<file path="config.mk">
export PLATFORM = sky130hd
export DESIGN_NAME = cpr_regs
export DESIGN_NICKNAME = d
export VERILOG_FILES = /design/src/cpr_pkg.sv /design/src/cpr_regs.sv
export SDC_FILE = /design/constraint.sdc
export NUM_CORES = 1
export LEC_CHECK = 0
export BUFFER_PORTS_ARGS = -buffer_cell sky130_fd_sc_hd__clkbuf_2
export CAP_MARGIN = 20
export CORE_MARGIN = 2
export CORE_UTILIZATION = 52
export CTS_CLUSTER_DIAMETER = 120
export DETAILED_ROUTE_END_ITERATION = 6
export GPL_ROUTABILITY_DRIVEN = 0
export PLACE_DENSITY = 0.79
export RECOVER_POWER = 25
export SYNTH_ARGS = -nofsm -noshare
export SYNTH_HDL_FRONTEND = slang
export SYNTH_SLANG_ARGS = --single-unit
</file>
<file path="constraint.sdc">
create_clock -name SYS_CLK -period 2.25 [get_ports SYS_CLK]
set_clock_uncertainty 0.05 [all_clocks]
set_input_delay 0.225 -clock SYS_CLK [delete_from_list [all_inputs] [get_ports SYS_CLK]]
set_output_delay 0.225 -clock SYS_CLK [all_outputs]
set_load 0.005 [all_outputs]
</file>
<file path="src/cpr_pkg.sv">
`default_nettype none
package cpr_pkg;
  // apb register byte offsets
  localparam logic [11:0] CPR_OFS_PC = 12'h000;
  localparam logic [11:0] CPR_OFS_PSW = 12'h004;
  localparam logic [11:0] CPR_OFS_SP = 12'h008;
  localparam logic [11:0] CPR_OFS_STAT = 12'h00C;
  // status word bit positions
  localparam int CPR_B_INTEN = 7;
  localparam int CPR_B_Z = 6;
  localparam int CPR_B_BANK1 = 5;
  localparam int CPR_B_HCARRY = 4;
  localparam int CPR_B_BANK0 = 3;
  localparam int CPR_B_INSRV = 1;
  localparam int CPR_B_CARRY = 0;
  localparam logic [7:0] CPR_PSW_RST = 8'h02;
  localparam logic [7:0] CPR_PSW_WMASK = 8'hFB;
  // reset vector words
  localparam logic [15:0] CPR_VEC_LO = 16'h0000;
  localparam logic [15:0] CPR_VEC_HI = 16'h0001;
  // memory map
  localparam logic [15:0] CPR_GPR_BASE = 16'hFEE0;
  localparam logic [15:0] CPR_GPR_TOP = 16'hFEFF;
  localparam logic [15:0] CPR_SFR_BASE = 16'hFF00;
  localparam logic [15:0] CPR_HSRAM_LO = 16'hFC00;
  localparam logic [15:0] CPR_HSRAM_TOP = 16'hFEFF;
  localparam logic [15:0] CPR_DDU_TOP = 16'h0003;
  localparam int CPR_BANK_REGS = 8;
  localparam int CPR_BANKS = 4;
  // access widths
  localparam logic [1:0] CPR_W_BIT = 2'h0;
  localparam logic [1:0] CPR_W_BYTE = 2'h1;
  localparam logic [1:0] CPR_W_WORD = 2'h2;
  typedef enum logic [1:0] {
    CPR_FETCH_LO,
    CPR_FETCH_HI,
    CPR_RUN
  } cpr_vec_t;
endpackage
`default_nettype wire

</file>
<file path="src/cpr_regs.sv">
// What this block does
// - program counter holds next fetch address, advances by instruction length
// - branch loads program counter from immediate or register value
// - after reset program counter loads from vector bytes at 0000H and 0001H
// - vector low byte from even address, high byte from next odd address
// - status word pushed on interrupt or push, restored on returns and pop
// - status word resets to 02H
// - enable flag low refuses maskable requests; high defers to priority gating
// - mask-all or acknowledge clears enable flag; unmask-all sets it
// - zero flag set on zero result, cleared otherwise
// - two-bit bank select field written by bank-switch instruction
// - aux carry set on carry or borrow at bit 3, else cleared
// - in-service flag low blocks low priority requests; enable still gates
// - carry flag holds add/subtract overflow, rotate shift-out, bit accumulator
// - sixteen-bit stack pointer; stack access outside internal high-speed ram sets a sticky error
// - stack pointer decrements before each write, increments after each read
// - general registers at FEE0H-FEFFH, four banks of eight bytes
// - bank registers used singly or as four sixteen-bit pairs
// - special registers at FF00H-FFFFH plus display unit offsets 00H-03H
// - special register access widths as permitted; word accesses on even address
`timescale 1ns/100ps
`default_nettype none
module cpr_regs
  import cpr_pkg::*;
(
  // clock and reset
  input wire logic SYS_CLK,
  input wire logic RST_N,
  // apb slave
  input wire logic PSEL,
  input wire logic PENABLE,
  input wire logic PWRITE,
  input wire logic [11:0] PADDR,
  input wire logic [31:0] PWDATA,
  output logic [31:0] PRDATA,
  output logic PREADY,
  output logic PSLVERR,
  // reset vector fetch
  output logic VEC_REQ,
  output logic [15:0] VEC_ADDR,
  input wire logic VEC_ACK,
  input wire logic [7:0] VEC_DATA,
  output logic CORE_RUN,
  // sequencing
  input wire logic PC_ADV,
  input wire logic [1:0] PC_LEN,
  input wire logic BRANCH,
  input wire logic [15:0] BR_TARGET,
  output logic [15:0] PC_OUT,
  // flags
  input wire logic ALU_UPD,
  input wire logic [7:0] ALU_RES,
  input wire logic ALU_HCARRY,
  input wire logic ALU_CARRY,
  input wire logic CARRY_WE,
  input wire logic CARRY_IN,
  input wire logic MASK_ALL,
  input wire logic UNMASK_ALL,
  input wire logic BANK_SW,
  input wire logic [1:0] BANK_IN,
  input wire logic INSRV_WE,
  input wire logic INSRV_IN,
  output logic [7:0] PSW_OUT,
  // interrupt acceptance
  input wire logic INT_REQ,
  input wire logic INT_LOW_PRI,
  input wire logic INT_MASKED,
  input wire logic INT_ACK,
  output logic INT_OK,
  // stack
  input wire logic STK_PUSH,
  input wire logic [7:0] STK_DIN,
  input wire logic PUSH_PSW,
  input wire logic STK_POP,
  input wire logic POP_PSW,
  input wire logic [7:0] STK_RDATA,
  output logic [15:0] SP_OUT,
  output logic [15:0] STK_ADDR,
  output logic [7:0] STK_WDATA,
  output logic STK_ERR,
  // general registers
  input wire logic GPR_WE,
  input wire logic GPR_PAIR,
  input wire logic [2:0] GPR_IDX,
  input wire logic [15:0] GPR_WDATA,
  output logic [15:0] GPR_RDATA,
  output logic [15:0] GPR_ADDR,
  // special register decode
  input wire logic [15:0] MEM_ADDR,
  input wire logic [1:0] MEM_WIDTH,
  input wire logic DDU_SEL,
  output logic SFR_HIT,
  output logic SFR_ERR
);

  ////////////////////////////////////////////////////////////////////////////
  // apb slave: one wait state, ready and data registered

  logic pready_q;
  logic pslverr_q;
  logic [31:0] prdata_q;
  logic acc;
  logic wr_en;
  logic mapped;
  logic [15:0] pc_q;
  logic [7:0] psw_q;
  logic [15:0] sp_q;
  logic stk_err_q;
  cpr_vec_t vec_q;

  assign acc = PSEL && PENABLE && !pready_q;
  assign wr_en = PSEL && PENABLE && pready_q && PWRITE && !pslverr_q;
  assign mapped = (PADDR == CPR_OFS_PC) || (PADDR == CPR_OFS_PSW)
    || (PADDR == CPR_OFS_SP) || (PADDR == CPR_OFS_STAT);

  always_ff @(posedge SYS_CLK or negedge RST_N)
  begin
    if (!RST_N)
    begin
      pready_q <= 1'b0;
      pslverr_q <= 1'b0;
      prdata_q <= 32'h0000_0000;
    end
    else
    begin
      pready_q <= acc;
      pslverr_q <= acc && !mapped;
      if (acc && !PWRITE)
      begin
        case (PADDR)
          CPR_OFS_PC: prdata_q <= {16'h0000, pc_q};
          CPR_OFS_PSW: prdata_q <= {24'h00_0000, psw_q};
          CPR_OFS_SP: prdata_q <= {16'h0000, sp_q};
          CPR_OFS_STAT: prdata_q <= {29'h0000_0000, stk_err_q, vec_q};
          default: prdata_q <= 32'h0000_0000;
        endcase
      end
    end
  end

  assign PREADY = pready_q;
  assign PSLVERR = pslverr_q;
  assign PRDATA = prdata_q;

  ////////////////////////////////////////////////////////////////////////////
  // reset vector fetch and program counter

  logic vec_req_q;
  logic [15:0] vec_addr_q;
  logic [7:0] vec_lo_q;

  always_ff @(posedge SYS_CLK or negedge RST_N)
  begin
    if (!RST_N)
    begin
      vec_q <= CPR_FETCH_LO;
      vec_req_q <= 1'b0;
      vec_addr_q <= CPR_VEC_LO;
      vec_lo_q <= 8'h00;
    end
    else
    begin
      case (vec_q)
        CPR_FETCH_LO:
        begin
          vec_req_q <= !(vec_req_q && VEC_ACK);
          if (vec_req_q && VEC_ACK)
          begin
            vec_lo_q <= VEC_DATA;
            vec_addr_q <= CPR_VEC_HI;
            vec_q <= CPR_FETCH_HI;
          end
        end
        CPR_FETCH_HI:
        begin
          vec_req_q <= !(vec_req_q && VEC_ACK);
          if (vec_req_q && VEC_ACK)
          begin
            vec_q <= CPR_RUN;
          end
        end
        CPR_RUN: vec_req_q <= 1'b0;
        default: vec_q <= CPR_FETCH_LO;
      endcase
    end
  end

  assign VEC_REQ = vec_req_q;
  assign VEC_ADDR = vec_addr_q;

  logic run_q;

  always_ff @(posedge SYS_CLK or negedge RST_N)
  begin
    if (!RST_N)
      run_q <= 1'b0;
    else
      run_q <= (vec_q == CPR_RUN);
  end

  assign CORE_RUN = run_q;

  // core sequencing ignored until the vector is in; core events beat apb writes
  always_ff @(posedge SYS_CLK or negedge RST_N)
  begin
    if (!RST_N)
      pc_q <= 16'h0000;
    else if (vec_q == CPR_FETCH_HI && vec_req_q && VEC_ACK)
      pc_q <= {VEC_DATA, vec_lo_q};
    else if (vec_q != CPR_RUN)
      pc_q <= pc_q;
    else if (BRANCH)
      pc_q <= BR_TARGET;
    else if (PC_ADV)
      pc_q <= pc_q + {14'h0000, PC_LEN} + 16'h0001;
    else if (wr_en && PADDR == CPR_OFS_PC)
      pc_q <= PWDATA[15:0];
  end

  assign PC_OUT = pc_q;

  ////////////////////////////////////////////////////////////////////////////
  // program status word

  logic push_psw;
  logic pop_any;
  logic push_any;

  assign push_psw = PUSH_PSW || INT_ACK;
  assign push_any = STK_PUSH || push_psw;
  assign pop_any = STK_POP || POP_PSW;

  always_ff @(posedge SYS_CLK or negedge RST_N)
  begin
    if (!RST_N)
      psw_q <= CPR_PSW_RST;
    else if (POP_PSW)
      psw_q <= STK_RDATA;
    else
    begin
      if (wr_en && PADDR == CPR_OFS_PSW)
        psw_q <= PWDATA[7:0] & CPR_PSW_WMASK;
      if (INT_ACK || MASK_ALL)
        psw_q[CPR_B_INTEN] <= 1'b0;
      else if (UNMASK_ALL)
        psw_q[CPR_B_INTEN] <= 1'b1;
      if (ALU_UPD)
      begin
        psw_q[CPR_B_Z] <= (ALU_RES == 8'h00);
        psw_q[CPR_B_HCARRY] <= ALU_HCARRY;
        psw_q[CPR_B_CARRY] <= ALU_CARRY;
      end
      else if (CARRY_WE)
        psw_q[CPR_B_CARRY] <= CARRY_IN;
      if (BANK_SW)
      begin
        psw_q[CPR_B_BANK1] <= BANK_IN[1];
        psw_q[CPR_B_BANK0] <= BANK_IN[0];
      end
      if (INSRV_WE)
        psw_q[CPR_B_INSRV] <= INSRV_IN;
    end
  end

  assign PSW_OUT = psw_q;

  // requests are judged on the flags as they stand this cycle
  logic int_ok_q;

  always_ff @(posedge SYS_CLK or negedge RST_N)
  begin
    if (!RST_N)
      int_ok_q <= 1'b0;
    else
      int_ok_q <= INT_REQ && !INT_MASKED && psw_q[CPR_B_INTEN]
        && (!INT_LOW_PRI || psw_q[CPR_B_INSRV]);
  end

  assign INT_OK = int_ok_q;

  ////////////////////////////////////////////////////////////////////////////
  // stack pointer: pre-decrement push, post-increment pop

  logic [15:0] sp_dec;
  logic [15:0] stk_addr_q;
  logic [7:0] stk_wdata_q;
  logic stk_oor;

  assign sp_dec = sp_q - 16'h0001;
  assign stk_oor = push_any ? (sp_dec < CPR_HSRAM_LO || sp_dec > CPR_HSRAM_TOP)
    : (sp_q < CPR_HSRAM_LO || sp_q > CPR_HSRAM_TOP);

  // no reset on purpose: contents are undefined until software loads them
  always_ff @(posedge SYS_CLK)
  begin
    if (push_any)
      sp_q <= sp_dec;
    else if (pop_any)
      sp_q <= sp_q + 16'h0001;
    else if (wr_en && PADDR == CPR_OFS_SP)
      sp_q <= PWDATA[15:0];
  end

  always_ff @(posedge SYS_CLK or negedge RST_N)
  begin
    if (!RST_N)
    begin
      stk_addr_q <= 16'h0000;
      stk_wdata_q <= 8'h00;
    end
    else if (push_any)
    begin
      stk_addr_q <= sp_dec;
      stk_wdata_q <= push_psw ? psw_q : STK_DIN;
    end
    else if (pop_any)
      stk_addr_q <= sp_q;
  end

  // sticky; a new fault wins over the clearing write of the pointer
  always_ff @(posedge SYS_CLK or negedge RST_N)
  begin
    if (!RST_N)
      stk_err_q <= 1'b0;
    else if ((push_any || pop_any) && stk_oor)
      stk_err_q <= 1'b1;
    else if (wr_en && PADDR == CPR_OFS_SP)
      stk_err_q <= 1'b0;
  end

  assign SP_OUT = sp_q;
  assign STK_ADDR = stk_addr_q;
  assign STK_WDATA = stk_wdata_q;
  assign STK_ERR = stk_err_q;

  ////////////////////////////////////////////////////////////////////////////
  // general registers, banked

  logic [7:0] gpr_mem [CPR_BANKS*CPR_BANK_REGS];
  logic [1:0] bank;
  logic [4:0] lo_idx;
  logic [4:0] hi_idx;
  logic [15:0] gpr_rdata_q;
  logic [15:0] gpr_addr_q;

  assign bank = {psw_q[CPR_B_BANK1], psw_q[CPR_B_BANK0]};
  assign lo_idx = {bank, GPR_IDX[2:1], GPR_IDX[0] & !GPR_PAIR};
  assign hi_idx = {bank, GPR_IDX[2:1], 1'b1};

  always_ff @(posedge SYS_CLK)
  begin
    if (GPR_WE)
    begin
      gpr_mem[lo_idx] <= GPR_WDATA[7:0];
      if (GPR_PAIR)
        gpr_mem[hi_idx] <= GPR_WDATA[15:8];
    end
  end

  always_ff @(posedge SYS_CLK or negedge RST_N)
  begin
    if (!RST_N)
    begin
      gpr_rdata_q <= 16'h0000;
      gpr_addr_q <= CPR_GPR_BASE;
    end
    else
    begin
      gpr_rdata_q <= {GPR_PAIR ? gpr_mem[hi_idx] : 8'h00, gpr_mem[lo_idx]};
      gpr_addr_q <= CPR_GPR_BASE + {11'h000, lo_idx};
    end
  end

  assign GPR_RDATA = gpr_rdata_q;
  assign GPR_ADDR = gpr_addr_q;

  ////////////////////////////////////////////////////////////////////////////
  // special register window and width checks

  logic sfr_win;
  logic sfr_hit_q;
  logic sfr_err_q;

  assign sfr_win = DDU_SEL ? (MEM_ADDR <= CPR_DDU_TOP) : (MEM_ADDR >= CPR_SFR_BASE);

  always_ff @(posedge SYS_CLK or negedge RST_N)
  begin
    if (!RST_N)
    begin
      sfr_hit_q <= 1'b0;
      sfr_err_q <= 1'b0;
    end
    else
    begin
      sfr_hit_q <= sfr_win;
      sfr_err_q <= sfr_win && ((MEM_WIDTH == CPR_W_WORD && MEM_ADDR[0])
        || (MEM_WIDTH != CPR_W_BIT && MEM_WIDTH != CPR_W_BYTE
        && MEM_WIDTH != CPR_W_WORD));
    end
  end

  assign SFR_HIT = sfr_hit_q;
  assign SFR_ERR = sfr_err_q;

  ////////////////////////////////////////////////////////////////////////////
  // checks

  a_pc_advance: assert property (@(posedge SYS_CLK) disable iff (!RST_N)
    run_q && vec_q == CPR_RUN && PC_ADV && !BRANCH
    |=> pc_q == $past(pc_q) + {14'h0000, $past(PC_LEN)} + 16'h0001)
    else $error("pc did not advance by length");

  a_pc_branch: assert property (@(posedge SYS_CLK) disable iff (!RST_N)
    vec_q == CPR_RUN && BRANCH |=> pc_q == $past(BR_TARGET))
    else $error("branch target not loaded");

  a_vec_load: assert property (@(posedge SYS_CLK) disable iff (!RST_N)
    vec_q == CPR_FETCH_HI && vec_req_q && VEC_ACK
    |=> pc_q == {$past(VEC_DATA), $past(vec_lo_q)} && vec_q == CPR_RUN ##1 run_q)
    else $error("reset vector not loaded");

  a_psw_push: assert property (@(posedge SYS_CLK) disable iff (!RST_N)
    push_psw |=> stk_wdata_q == $past(psw_q) && stk_addr_q == sp_q)
    else $error("status word not pushed");

  a_ie_clear: assert property (@(posedge SYS_CLK) disable iff (!RST_N)
    (MASK_ALL || INT_ACK) && !POP_PSW |=> !psw_q[CPR_B_INTEN])
    else $error("enable flag not cleared");

  a_int_gate: assert property (@(posedge SYS_CLK) disable iff (!RST_N)
    !psw_q[CPR_B_INTEN] |=> !int_ok_q)
    else $error("request accepted while disabled");

  a_low_pri: assert property (@(posedge SYS_CLK) disable iff (!RST_N)
    INT_LOW_PRI && !psw_q[CPR_B_INSRV] |=> !int_ok_q)
    else $error("low priority accepted");

  a_zero_flag: assert property (@(posedge SYS_CLK) disable iff (!RST_N)
    ALU_UPD && !POP_PSW |=> psw_q[CPR_B_Z] == ($past(ALU_RES) == 8'h00))
    else $error("zero flag wrong");

  a_sp_pop: assert property (@(posedge SYS_CLK) disable iff (!RST_N)
    pop_any && !push_any |=> sp_q == $past(sp_q) + 16'h0001)
    else $error("stack pointer not incremented");

  a_sfr_odd: assert property (@(posedge SYS_CLK) disable iff (!RST_N)
    sfr_win && MEM_WIDTH == CPR_W_WORD && MEM_ADDR[0] |=> sfr_err_q && sfr_hit_q)
    else $error("odd word access not flagged");

endmodule
`default_nettype wire

</file>
# --- Word-level counts from Yosys, hierarchy flattened ---
# Memory sizes are Yosys's and may differ from the RTL's. A register that Yosys moved wholly into a read port is not among the register bits.
# Cells that the tools add are included.
# W data, S select, Z words.
totals:
  mem_bits_ro: 0
  n_memories: 1
  output_inout_bits: 152
  inputBits: 162
  latchBits: 0
  wordCells: 148
  ramBits: 256
  reg_bits: 142
mem_list:
  columns: ["memory", "words", "width", "rd", "rd_clocked_by_memory_dff", "write_ports", "line", "rtl"]
  rows:
  - ["gpr_mem", 32, 8, 2, 1, 2, "cpr_regs.sv:339", "logic [7:0] gpr_mem [CPR_BANKS*CPR_BANK_REGS];"]
classes:
  bitwise_logic: 2
  multipliers: 0
  div_mod_pow: 0
  reduce_logical: 61
  n_shift: 0
  eq_ne: 12
  n_mux: 37
  magnitude_cmp: 6
  add_sub_neg: 5
op_table:
  columns: ["cell", "count"]
  rows:
  - ["$mux W16", 10]
  - ["$pmux W16 S4", 1]
  - ["$add A16 B1 Y16 const B", 2]
  - ["$gt A16 B16 Y1 const B", 2]
  - ["$lt A16 B16 Y1 const B", 2]
  - ["$mux W8", 4]
  - ["$eq A12 B4 Y1 const B", 2]
  - ["$logic_and A1 B1 Y1", 21]
  - ["$mux W1", 18]
  - ["$add A16 B2 Y16", 1]
  - ["$ge A16 B16 Y1 const B", 1]
  - ["$le A16 B2 Y1 const B", 1]
  - ["$sub A16 B1 Y16 const B", 1]
  - ["$eq A12 B3 Y1 const B", 1]
  - ["$logic_not A12 Y1", 1]
  - ["$logic_or A1 B1 Y1", 12]
  - ["$reduce_bool A3 Y1", 4]
  - ["$reduce_bool A4 Y1", 3]
  - ["$add A10 B6 Y11 const A", 1]
  - ["$ne A2 B2 Y1 const B", 5]
  - ["$reduce_bool A2 Y1", 5]
  - ["$logic_not A1 Y1", 9]
  - ["$logic_not A8 Y1", 1]
  - ["$pmux W2 S3", 1]
  - ["11 further kinds", 14]

# --- Longest topological paths before layout ---
depth:
  word_depth: 10
  mapped_depth: 10
  depth_no_buf: 10

# --- Worst setup path after synthesis ---
# Ideal clock, no wire load.
synth_timing:
  path_kind: "register to register"
  startpoint: "reg sp_q[0], in the netlist SP_OUT[0]"
  endpoint: "reg sp_q[10], in the netlist SP_OUT[10] (data pin)"
  setup_time_ps: 258
  path_stages_with_launch: 9
  synth_period_minus_slack_ps: 2432
  arrival_time_ps: 2124
  setup_slack_ps: -182
  t_required_ps: 1942
  n_path_buf: 1
  cell_sequence: "edfxtp_1 clkbuf_1 inv_1 ha_1 or4b_2 nor3b_1 and2_1 o21ai_0 o221a_2"
synth_between:
  elab_chain_cells: 3
  word_cells_on_any_way: 4
  cone_classes: "add/sub: 2; mux: 2"
synth_rtl:
  columns: ["item", "line", "rtl"]
  rows:
  - ["start, declared", "cpr_regs.sv:107", "logic [15:0] sp_q;"]
  - ["start signal, assigned", "cpr_regs.sv:297", "sp_q <= sp_dec;"]
  - ["start signal, assigned", "cpr_regs.sv:299", "sp_q <= sp_q + 16'h0001;"]
  - ["start signal, assigned", "cpr_regs.sv:301", "sp_q <= PWDATA[15:0];"]
  - ["$add A16 B1 Y16", "cpr_regs.sv:299", null]
  - ["$mux W16", "cpr_regs.sv:298", "else if (pop_any)"]
  - ["$mux W16 (*)", "cpr_regs.sv:296", "if (push_any)"]
# Mark *: on every way between the ends. The rest lies on a longest branch, timed or not.
# A chain may end at the register's enable or synchronous reset.

==> results.py <==
metrics = {
    "final_layout": {
        "fin_util": 0.660,
        "postLayoutCellArea_um2": 24200,
        "final_cells": 2419,
        "antenna_cells": 0,
        "drive_gt1_frac": 0.392,
        "fin_nets": 2087,
        "syn2layout_area_growth_pct": 24.9,
    },
    "timing": {
        "setup_viol": 0,
        "max_slew.worst_pin.slew_ps": 1740,
        "period_share": 0.997,
        "grt_setup_unrepaired": "yes",
        "hold_viol": 0,
        "whs_ps": 13.7,
        "fmax_ghz": 0.446,
        "period_minus_slack_ps": 2240,
        "slew_headroom": -0.158,
        "final-max-slew-violation-count": 231,
        "setup_tns_ps": 0,
    },
    "worst_setup_path": {
        "crit_arrival_ps": 2700,
        "r2r_end": "GPR_RDATA[4]",
        "worst_r2r_path_depth": 7,
        "cp.required_ps": 2710,
        "critPathMaxFanout": 7,
        "crit_path_end_kind": "flip-flop",
        "reg2reg_slack_ps": 7,
        "crit_path_start_kind": "flip-flop",
        "critical_path_class": "flip-flop to flip-flop",
        "r2r_start": "PSW_OUT[3]",
    },
    "pwr": {
        "vdd.ir_drop.worst_v": 0.000578,
        "p_leak_uw": 0.00954,
        "power_density_nw_per_um2": 776,
    },
    "yosys": {
        "netlist_top_cells_area": "edfxtp_1, dfrtp_1, mux4_2",
        "synthArstFlopShare": 0.277,
        "yosys.area.top_type_share": 0.422,
        "ys_types": 72,
        "synth-edff-count": 272,
        "synth_most_common_cell": "edfxtp_1",
        "ys_warn_count": 0,
        "syn-instance-count": 1492,
        "synth.ff_latch_count": 376,
        "synthTopCellsByCount": "edfxtp_1, mux2_2, nor2_1, nand2_1, dfrtp_1",
        "syn_area_per_cell_um2": 13.0,
        "ys_seq_area_frac": 0.557,
        "synth_top_area_cell": "edfxtp_1",
        "ys.flop_type": "edfxtp_1",
        "synth_area_um2": 19400,
    },
    "cts": {
        "numCtsBuffers": 39,
        "cts_tree": "yes",
        "cts_buffer_depth": 3,
        "clk_latency_ps": 570,
        "cts_root_buf": "clkbuf_16",
        "cts_sinks": 376,
        "clkTransAtPathRegs_ps": 60,
        "cts_max_level": 2,
    },
    "place": {
        "hpwl_um": 44200,
        "portBuffers": 254,
        "dpl_cell_area_um2": 22300,
        "place_inst": 2299,
    },
    "floorplan": {
        "die_area_um2": 38800,
        "fp.dieW_um": 197,
        "die_h_um": 197,
        "num_rows": 70,
        "start_util": 0.529,
        "ios": 314,
        "core_um2": 36600,
    },
    "drt": {
        "finalWirelength_um": 63100,
        "drc": 1,
        "final_antenna_net_count": 0,
        "routed-via-count": 15432,
        "firstDrtPassIters": 7,
        "drt_iter0_markers": 1894,
        "routedWlPerCell_um": 26.1,
        "vias_per_cell": 6.38,
    },
    "global_route": {
        "grt_max_degree": 52,
        "track_usage": 0.324,
        "antenna_found_initial": 2,
        "grt_overflow": 0,
        "grt_first_pass_wirelength_um": 92900,
        "grt_pass1_vias": 14959,
    },
    "hold_path": {
        "hold_path.class": "input pin to flip-flop",
        "worstHoldPathCells": 4,
        "min_to": "PRDATA[0]",
        "hp-start": "PADDR[10]",
    },
    "flow_run": {
        "max-cap-violations": 7,
    },
    "status": {
        "violations": "design-rule violations, max-capacitance violations, max-slew violations",
        "outcome": "complete, but fails checks",
    },
}
## worst max-delay path: stages (launching register included)
cell	delay, ps
dfrtp_1	600
nor2b_1	420
nand2_1	200
buf_4	210
nor2_1	280
a221oi_1	140
nand3_1	180
a221o_1	130
## layer usage
metal / global-route usage / up-vias / part of all wire
met5: 0 / - / 0.00049
met4: 0.173 / 4 / 0.062
met3: 0.0876 / 270 / 0.12
li1: - / 6490 / -
met2: 0.511 / 1135 / 0.47
met1: 0.412 / 7533 / 0.35
## report_power, final
group	leakage (µW)	internal, µW	switching [µW]	total [µW]
combinational	0.00511	1570	2040	3610
sequential	0.00377	7890	382	8270
clock	0.000662	4060	2810	6870
total	0.00954	13500	5230	18800
## cells in the final DEF (no fill, tap or decap), types with 52 or more instances in the layout
cell / n
mux2i_1: 80
mux2_2: 146
o21ai_0: 57
a21oi_1: 52
nor2_1: 135
edfxtp_1: 272
dfrtp_1: 103
buf_4: 179
mux4_2: 77
clkbuf_2: 246
nand2_1: 105
## sequential cells by signal, summed over array words and instances, names as in the netlist, 2 cells and up
register / count
gpr_mem: 256
GPR_RDATA: 16
PC_OUT: 16
PRDATA: 16
SP_OUT: 16
STK_ADDR: 16
PSW_OUT: 8
STK_WDATA: 8
vec_lo_q: 8
GPR_ADDR: 5
vec_q: 2
## worst max-delay path by stage
stage,endpoint,start,slack (ps),cells after the start
global placement,GPR_RDATA[12],PSW_OUT[5],-150,6
global route,PC_OUT[12],PC_OUT[0],-30,11
finish,GPR_RDATA[4],PSW_OUT[3],7,7
detailed placement,GPR_RDATA[4],GPR_PAIR,-140,8
floorplan,gpr_mem[5][0],PSW_OUT[5],-50,5
CTS,SP_OUT[14],SP_OUT[0],20,8
## cell families (layout without fill, tap and decap cells)
| family | after synthesis | in the layout | synth area share |
|---|---|---|---|
| flip-flops | 376 | 376 | 0.557 |
| AND/OR/NAND/NOR | 367 | 367 | 0.0867 |
| multiplexers | 303 | 303 | 0.216 |
| AO/OA/AOI/OAI | 255 | 255 | 0.0857 |
| buffers and inverters | 166 | 585 | 0.0430 |
| XOR/XNOR | 18 | 18 | 0.00815 |
| adder cells (fa/ha/maj) | 5 | 5 | 0.00362 |
| other | 2 | 42 | 0.000388 |
## timing repair
item                                   in CTS  in global routing
setup endpoints to repair                   3                 23
buffers inserted                            0                  1
endpoints found under the hold margin      80                  0
hold buffers                               47                  0
gates resized for setup                     3                 21
pin swaps                                   0                  5
## metrics by stage
stage	worst slack [ps]	total power, µW
5_1_grt	-25.6	19300
4_1_cts	16.7	18600
3_3_place_gp	-147	11700
2_1_floorplan	-49.3	10100
6_report	6.78	18800
3_5_place_dp	-137	11800
## layout make-up
| class | instances | area [µm²] |
|---|---|---|
| timing repair buffer | 497 | 3380 |
| tap | 468 | 586 |
| inverter | 16 | 62.6 |
| sequential | 376 | 10800 |
| clock buffer | 56 | 1150 |
| fill | 2541 | 12400 |
| multi-input combinational | 990 | 8020 |
| clock inverter | 16 | 203 |
No activity file was read; power rests on OpenSTA's default activity.
